===== src/hdl/timer_reload_map.vh =====
/*
 Register addresses, control bit positions, reset values and divider counts for the reload timer.
 Assumes a single system clock and an 8-bit special function register bus.
*/
`ifndef TIMER_RELOAD_MAP_VH
`define TIMER_RELOAD_MAP_VH
// ----------------------------------------
// Register addresses
// ----------------------------------------
`define ADDR_CONTROL 8'hc8
`define ADDR_RELOAD_LOW 8'hca
`define ADDR_RELOAD_HIGH 8'hcb
`define ADDR_COUNT_LOW 8'hcc
`define ADDR_COUNT_HIGH 8'hcd
// ----------------------------------------
// Control register bit positions
// ----------------------------------------
`define BIT_HIGH_FLAG 7
`define BIT_LOW_FLAG 6
`define BIT_LOW_IRQ_EN 5
`define BIT_CAPTURE_EN 4
`define BIT_SPLIT 3
`define BIT_RUN 2
`define BIT_SRC_HI 1
`define BIT_SRC_LO 0
// ----------------------------------------
// Reset values and divider counts
// ----------------------------------------
`define RESET_BYTE 8'h00
`define SYS_DIV 4'd12
`define SLOW_DIV 3'd4
`endif


===== src/hdl/clock_divider.v =====
/*
 Divider producing a one-cycle enable every div_count input enables.
 Counts ref_clk edges on which tick_in is high; tick_in may be a one-cycle pulse or held high.
*/
`timescale 1ns/1ps
`default_nettype none
module clock_divider #(
	parameter [3:0] div_count = 4'd12
) (
	input wire ref_clk,
	input wire rst_n,
	input wire tick_in,
	output reg tick_out
);
	reg [3:0] cnt_q;
	always @(posedge ref_clk) begin
		if (!rst_n) begin
			cnt_q <= 4'h0;
			tick_out <= 1'b0;
		end else begin
			tick_out <= 1'b0;
			if (tick_in) begin
				if (cnt_q == div_count - 4'h1) begin
					cnt_q <= 4'h0;
					tick_out <= 1'b1;
				end else begin
					cnt_q <= cnt_q + 4'h1;
				end
			end
		end
	end
endmodule
`default_nettype wire


===== src/hdl/edge_sync.v =====
/*
 Three-stage synchronizer with a rising-edge pulse output.
 Assumes the input is asynchronous to clk; the first stage feeds only the second.
*/
`timescale 1ns/1ps
`default_nettype none
module edge_sync (
	input wire ref_clk,
	input wire rst_n,
	input wire async_in,
	output reg rise_pulse
);
	reg s1_q;
	reg s2_q;
	reg s3_q;
	always @(posedge ref_clk) begin
		if (!rst_n) begin
			s1_q <= 1'b0;
			s2_q <= 1'b0;
			s3_q <= 1'b0;
			rise_pulse <= 1'b0;
		end else begin
			s1_q <= async_in;
			s2_q <= s1_q;
			s3_q <= s2_q;
			// A rise counts once the second stage is high while the third still holds the old low level.
			rise_pulse <= s2_q & ~s3_q;
		end
	end
endmodule
`default_nettype wire


===== src/hdl/timer_reload_counter.v =====
/*
 Timer with 16-bit or split 8-bit auto-reload, capture mode and register access.
 Assumes an 8-bit register bus with one-cycle write strobe and registered read on ref_clk.
*/
`timescale 1ns/1ps
`default_nettype none
`include "timer_reload_map.vh"
module timer_reload_counter (
	input wire ref_clk,
	input wire rst_n,
	input wire [7:0] sfr_addr,
	input wire [7:0] sfr_wdata,
	input wire sfr_we,
	input wire sfr_re,
	output reg [7:0] sfr_rdata,
	input wire high_half_clock_select,
	input wire low_half_clock_select,
	input wire comparator_out,
	input wire slow_osc_in,
	output reg irq_req
);
	// ----------------------------------------
	// Control and data registers
	// ----------------------------------------
	reg high_overflow_flag_q;
	reg low_overflow_flag_q;
	reg low_overflow_irq_enable_q;
	reg capture_mode_enable_q;
	reg split_mode_bit_q;
	reg count_run_bit_q;
	reg [1:0] ext_source_select_q;
	reg [7:0] reload_value_low_q;
	reg [7:0] reload_value_high_q;
	reg [7:0] count_low_byte_q;
	reg [7:0] count_high_byte_q;
	reg [7:0] rdata_d;
	wire [7:0] control_byte;
	wire comp_rise;
	wire slow_rise;
	wire sys_tick12;
	wire slow_tick8;
	wire slow_tick2;
	reg ext_tick;
	reg cap_tick;
	wire low_step;
	wire high_step;
	wire low_wrap;
	wire high_wrap;
	wire hi_carry;
	wire wr_ctrl;
	// ----------------------------------------
	// Source synchronization and dividers
	// ----------------------------------------
	edge_sync u_comp_sync (
		.ref_clk(ref_clk),
		.rst_n(rst_n),
		.async_in(comparator_out),
		.rise_pulse(comp_rise)
	);
	edge_sync u_slow_sync (
		.ref_clk(ref_clk),
		.rst_n(rst_n),
		.async_in(slow_osc_in),
		.rise_pulse(slow_rise)
	);
	clock_divider #(.div_count(`SYS_DIV)) u_sys_div (
		.ref_clk(ref_clk),
		.rst_n(rst_n),
		.tick_in(1'b1),
		.tick_out(sys_tick12)
	);
	// Divide by eight as two stages of four and two to reuse the divider.
	clock_divider #(.div_count({1'b0, `SLOW_DIV})) u_slow_div4 (
		.ref_clk(ref_clk),
		.rst_n(rst_n),
		.tick_in(slow_rise),
		.tick_out(slow_tick2)
	);
	clock_divider #(.div_count(4'd2)) u_slow_div8 (
		.ref_clk(ref_clk),
		.rst_n(rst_n),
		.tick_in(slow_tick2),
		.tick_out(slow_tick8)
	);
	// ----------------------------------------
	// Source selection
	// ----------------------------------------
	always @* begin
		ext_tick = sys_tick12;
		cap_tick = slow_tick8;
		case (ext_source_select_q)
			2'b00: begin
				ext_tick = sys_tick12;
				cap_tick = slow_tick8;
			end
			2'b01: begin
				ext_tick = comp_rise;
				cap_tick = slow_tick8;
			end
			2'b10: begin
				ext_tick = sys_tick12;
				cap_tick = comp_rise;
			end
			2'b11: begin
				ext_tick = slow_tick8;
				cap_tick = comp_rise;
			end
			default: begin
				ext_tick = sys_tick12;
				cap_tick = slow_tick8;
			end
		endcase
	end
	// In split mode both bytes share ext_tick; each byte picks it or the system clock.
	assign low_step = split_mode_bit_q ? (low_half_clock_select | ext_tick)
		: (count_run_bit_q & (low_half_clock_select | ext_tick));
	assign low_wrap = low_step & (count_low_byte_q == 8'hff);
	// In 16-bit mode the high byte advances on the low byte carry.
	assign hi_carry = split_mode_bit_q ? (count_run_bit_q & (high_half_clock_select | ext_tick))
		: low_wrap;
	assign high_step = hi_carry & ~capture_mode_enable_q | hi_carry & split_mode_bit_q;
	assign high_wrap = high_step & (count_high_byte_q == 8'hff);
	assign wr_ctrl = sfr_we & (sfr_addr == `ADDR_CONTROL);
	assign control_byte = {high_overflow_flag_q, low_overflow_flag_q, low_overflow_irq_enable_q,
		capture_mode_enable_q, split_mode_bit_q, count_run_bit_q, ext_source_select_q};
	// ----------------------------------------
	// Counter, reload and flags
	// ----------------------------------------
	always @(posedge ref_clk) begin
		if (!rst_n) begin
			high_overflow_flag_q <= 1'b0;
			low_overflow_flag_q <= 1'b0;
			low_overflow_irq_enable_q <= 1'b0;
			capture_mode_enable_q <= 1'b0;
			split_mode_bit_q <= 1'b0;
			count_run_bit_q <= 1'b0;
			ext_source_select_q <= 2'b00;
			reload_value_low_q <= `RESET_BYTE;
			reload_value_high_q <= `RESET_BYTE;
			count_low_byte_q <= `RESET_BYTE;
			count_high_byte_q <= `RESET_BYTE;
		end else begin
			if (wr_ctrl) begin
				high_overflow_flag_q <= sfr_wdata[`BIT_HIGH_FLAG];
				low_overflow_flag_q <= sfr_wdata[`BIT_LOW_FLAG];
				low_overflow_irq_enable_q <= sfr_wdata[`BIT_LOW_IRQ_EN];
				capture_mode_enable_q <= sfr_wdata[`BIT_CAPTURE_EN];
				split_mode_bit_q <= sfr_wdata[`BIT_SPLIT];
				count_run_bit_q <= sfr_wdata[`BIT_RUN];
				ext_source_select_q <= sfr_wdata[`BIT_SRC_HI:`BIT_SRC_LO];
			end
			if (sfr_we && sfr_addr == `ADDR_RELOAD_LOW)
				reload_value_low_q <= sfr_wdata;
			if (sfr_we && sfr_addr == `ADDR_RELOAD_HIGH)
				reload_value_high_q <= sfr_wdata;
			// Low byte: software write wins over counting.
			if (sfr_we && sfr_addr == `ADDR_COUNT_LOW)
				count_low_byte_q <= sfr_wdata;
			else if (low_step && !(capture_mode_enable_q && !split_mode_bit_q && 1'b0))
				count_low_byte_q <= low_wrap ? (capture_mode_enable_q && !split_mode_bit_q ? 8'h00
					: reload_value_low_q) : count_low_byte_q + 8'h01;
			if (sfr_we && sfr_addr == `ADDR_COUNT_HIGH)
				count_high_byte_q <= sfr_wdata;
			else if (capture_mode_enable_q && !split_mode_bit_q && low_wrap)
				count_high_byte_q <= count_high_byte_q + 8'h01;
			else if (high_step)
				count_high_byte_q <= high_wrap ? reload_value_high_q : count_high_byte_q + 8'h01;
			// Capture copies the running count into the reload bytes.
			if (capture_mode_enable_q && cap_tick) begin
				reload_value_low_q <= count_low_byte_q;
				reload_value_high_q <= count_high_byte_q;
			end
			// Hardware set wins over a software clear in the same cycle.
			if (high_wrap || (capture_mode_enable_q && cap_tick))
				high_overflow_flag_q <= 1'b1;
			if (low_wrap)
				low_overflow_flag_q <= 1'b1;
		end
	end
	// ----------------------------------------
	// Read data and interrupt request
	// ----------------------------------------
	always @* begin
		case (sfr_addr)
			`ADDR_CONTROL: rdata_d = control_byte;
			`ADDR_RELOAD_LOW: rdata_d = reload_value_low_q;
			`ADDR_RELOAD_HIGH: rdata_d = reload_value_high_q;
			`ADDR_COUNT_LOW: rdata_d = count_low_byte_q;
			`ADDR_COUNT_HIGH: rdata_d = count_high_byte_q;
			default: rdata_d = 8'h00;
		endcase
	end
	always @(posedge ref_clk) begin
		if (!rst_n) begin
			sfr_rdata <= 8'h00;
			irq_req <= 1'b0;
		end else begin
			sfr_rdata <= sfr_re ? rdata_d : 8'h00;
			irq_req <= high_overflow_flag_q | (low_overflow_irq_enable_q & low_overflow_flag_q);
		end
	end
endmodule
`default_nettype wire


===== config.mk =====
export PLATFORM = sky130hd
export DESIGN_NAME = timer_reload_counter
export DESIGN_NICKNAME = d
export VERILOG_FILES = /design/src/hdl/clock_divider.v /design/src/hdl/edge_sync.v /design/src/hdl/timer_reload_counter.v
export VERILOG_INCLUDE_DIRS = /design/src /design/src/hdl
export SDC_FILE = /design/constraint.sdc
export NUM_CORES = 1
export LEC_CHECK = 0
export BUFFER_PORTS_ARGS = -buffer_cell sky130_fd_sc_hd__buf_2
export CORE_MARGIN = 3
export CORE_UTILIZATION = 47
export CTS_CLUSTER_SIZE = 10
export DETAILED_ROUTE_END_ITERATION = 16
export HOLD_SLACK_MARGIN = 0.05
export PLACE_DENSITY = 0.71
export SYNTH_ARGS = -nofsm -noshare
export SYNTH_HDL_FRONTEND = slang
export SYNTH_SLANG_ARGS = --single-unit
export TNS_END_PERCENT = 1

===== constraint.sdc =====
create_clock -name ref_clk -period 3 [get_ports ref_clk]
set_input_delay 0.3 -clock ref_clk [delete_from_list [all_inputs] [get_ports ref_clk]]
set_output_delay 0.3 -clock ref_clk [all_outputs]
set_load 0.005 [all_outputs]

==> results.sh <==
export IMPL_ant_nets=0
export IMPL_cpPeakStageDelay_ns=0.48
export IMPL_synth_area_mm2=0.00354
export IMPL_power_density_mw_per_mm2=475
export IMPL_p_clk_frac=0.445
export IMPL_die_area_mm2=0.00861
export IMPL_avgViaCountPerCell=5.99
export IMPL_wl_per_cell_um=17.4
export IMPL_cp_buffers_inverters=0
export IMPL_row_count=31
export IMPL_multiInputGateArea_mm2=0.00199
export IMPL_antenna_found_initial=0
export IMPL_drv_slew=0
export IMPL_finalSetupTns_ns=0
export IMPL_cp_arrival_ns=2.44
export IMPL_cts_resized=0
export IMPL_critPathRequiredTime_ns=3.28
export IMPL_htree_levels=3
export IMPL_grt_setup_unrepaired="false"
export IMPL_fillers=711
export IMPL_relSlewSlack=0.521
export IMPL_leakagePower_nw=1.50
export IMPL_overflow=0
export IMPL_die_y_um=92.8
export IMPL_cts_sinks=72
export IMPL_grt_max_degree=42
export IMPL_timing_final_crit_period_ns=2.16
export IMPL_timing_hold_ws_ns=0.150
export IMPL_synthTopCellsByArea="dfxtp_1 (41%), mux2i_1 (7.6%), a21oi_1 (5.9%)"
export IMPL_synth_top_area_frac=0.407
export IMPL_netlist_top_cells_count="dfxtp_1 (72), a21oi_1 (42), nand2_1 (31)"
export IMPL_gp_congestion=0.918
export IMPL_drtIter0Drc=312
export IMPL_cts_tree="yes"
export IMPL_irDropWorstVdd_mv=0.203
export IMPL_synth_top_flop_cell="dfxtp_1"
export IMPL_synth_seq_cells=72
export IMPL_num_vias=3146
export IMPL_core_area_mm2=0.00729
export IMPL_antennaDiodeCount=0
export IMPL_hold_buffers=0
export IMPL_async_reset_ff_frac=0
export IMPL_start_util=0.485
export IMPL_clk_latency_ns=0.35
export IMPL_die_x_um=92.8
export IMPL_post_dp_hpwl_um=6400
export IMPL_cts_made_buffers=9
export IMPL_cp_end_kind="flop"
export IMPL_ioPinCount=33
export IMPL_yosysSeqAreaShare=0.407
export IMPL_drive_gt1_frac=0.171
export IMPL_seq_area_mm2=0.00144
export IMPL_setup_ws_ns=0.840
export IMPL_power_switching_mw=0.434
export IMPL_place_ws_ns=0.844
export IMPL_routed_wl_um=9140
export IMPL_hold_violations=0
export IMPL_synth_largest_area_cell="dfxtp_1"
export IMPL_total_power_mw=1.90
export IMPL_rr_startpoint="count_low_byte_q[1]"
export IMPL_num_nets_final=449
export IMPL_maxCapViolations=0
export IMPL_outcome="finished, final reports clean"
export IMPL_crit_fanout=11
export IMPL_yosys_warnings=0
export IMPL_path_clk_slew_ns=0.08
export IMPL_synth_enable_flop_cells=0
export IMPL_start_kind="flop"
export IMPL_syn_inst=392
export IMPL_finalSetupViolations=0
export IMPL_grt_pass1_wl_um=14500
export IMPL_tightest_slew_ns=0.717
export IMPL_period_share=0.720
export IMPL_swShare=0.229
export IMPL_min_path_type="input port to flop"
export IMPL_area_growth_pct=12.8
export IMPL_crit_slowest_cell="o211ai_2"
export IMPL_cp_startpoint="count_low_byte_q[1]"
export IMPL_track_usage=0.216
export IMPL_p_seq_frac=0.511
export IMPL_io_buffers=32
export IMPL_finClkSkew_ns=0.00386
export IMPL_drc_errors=0
export IMPL_ctsLongestPathBuffers=2
export IMPL_intPower_mw=1.46
export IMPL_hold_start="comparator_out"
export IMPL_yosysMostFrequentCell="dfxtp_1"
export IMPL_clock_fmax_mhz=463
export IMPL_cp_cell_sequence="ha_1, nand4_2, nor2_4, nand2_4, o211ai_2, nand3_1, o21bai_1"
export IMPL_cts_setup_buffers=0
export IMPL_synth_nets=420
export IMPL_syn_avg_cell_area_um2=9.03
export IMPL_synth_cell_types=60
export IMPL_cp_top_family="simple AND/OR/NAND/NOR gates"
export IMPL_drtPass1Iterations=8
export IMPL_cts_root_buf="clkbuf_8"
export IMPL_grt_pass1_vias=2741
export IMPL_p_comb_frac=0.044
export IMPL_critical_path_class="flop to flop"
-- per-stage QoR --
step           instance area [µm²]  std cells  utilization
2_1_floorplan                 3540        392            -
3_3_place_gp                  3770        509        0.517
3_5_place_dp                  3770        509        0.517
4_1_cts                       3990        525        0.547
5_1_grt                       3990        525        0.547
6_report                      3990        525        0.547
-- final cells by class --
class	count	share of cell area
Clock inverter	7	0.0238
Timing Repair Buffer	36	0.0476
Sequential cell	72	0.361
Inverter	6	0.00564
Clock buffer	9	0.0310
Multi-Input combinational cell	296	0.500
Tap cell	99	0.0310
-- worst paths after layout --
path	to	slack [ns]	depth (start not counted)
worst max-delay path	count_high_byte_q[5]	0.84	7
worst min-delay path	u_comp_sync.s1_q	0.15	2
worst max register to register	count_high_byte_q[5]	0.84	7
worst min register to register	u_comp_sync.rise_pulse	0.38	1
-- routing by layer --
metal / GRT usage / part of all wire / vias to the layer above
met5: 0 / 0 / -
met3: 0.0276 / 0.089 / 12
met1: 0.307 / 0.45 / 1473
met4: 0.0867 / 0.016 / 0
li1: - / - / 1520
met2: 0.329 / 0.45 / 141
-- cells by family (layout without fill, tap and decap cells) --
logic type	after synthesis	after routing	share of synthesized area
fa+ha+maj	4	4	0.0141
flops	72	72	0.407
compound gates	117	117	0.224
buf+inv	24	58	0.0290
mux	30	30	0.0866
simple gates	129	129	0.199
xor+xnor	16	16	0.0396
-- state kept, by name (all words and copies together) (netlist names), 2 cells and up --
register / count
count_high_byte_q: 8
count_low_byte_q: 8
reload_value_high_q: 8
reload_value_low_q: 8
sfr_rdata: 8
u_slow_div4.cnt_q: 4
u_slow_div8.cnt_q: 4
u_sys_div.cnt_q: 4
ext_source_select_q: 2
-- power groups by stage --
stage | sequential (mW) | clock (mW) | combinational, mW
CTS | 0.969 | 0.860 | 0.0826
global placement | 0.991 | 0 | 0.0812
global route | 0.970 | 0.897 | 0.0913
detailed placement | 0.992 | 0 | 0.0825
floorplan | 0.990 | 0 | 0.0420
finish | 0.969 | 0.844 | 0.0832
-- placed cells by master, fill, tap and decap left out, types with 5 or more instances in the layout --
cell type / synthesis / layout
dfxtp_1: 72 / 72
xor2_1: 8 / 8
nand3_1: 18 / 18
o22ai_1: 6 / 6
buf_2: 4 / 32
nand2_1: 31 / 31
clkbuf_8: 0 / 9
mux2i_1: 27 / 27
nor3_1: 5 / 5
xnor2_1: 8 / 8
o21ai_0: 18 / 18
inv_1: 6 / 6
and2_1: 8 / 8
a21oi_1: 42 / 42
a22oi_1: 12 / 12
a31oi_1: 6 / 6
nor2_1: 30 / 30
and3_1: 7 / 7
a222oi_1: 11 / 11
No activity file was read; power rests on OpenSTA's default activity.
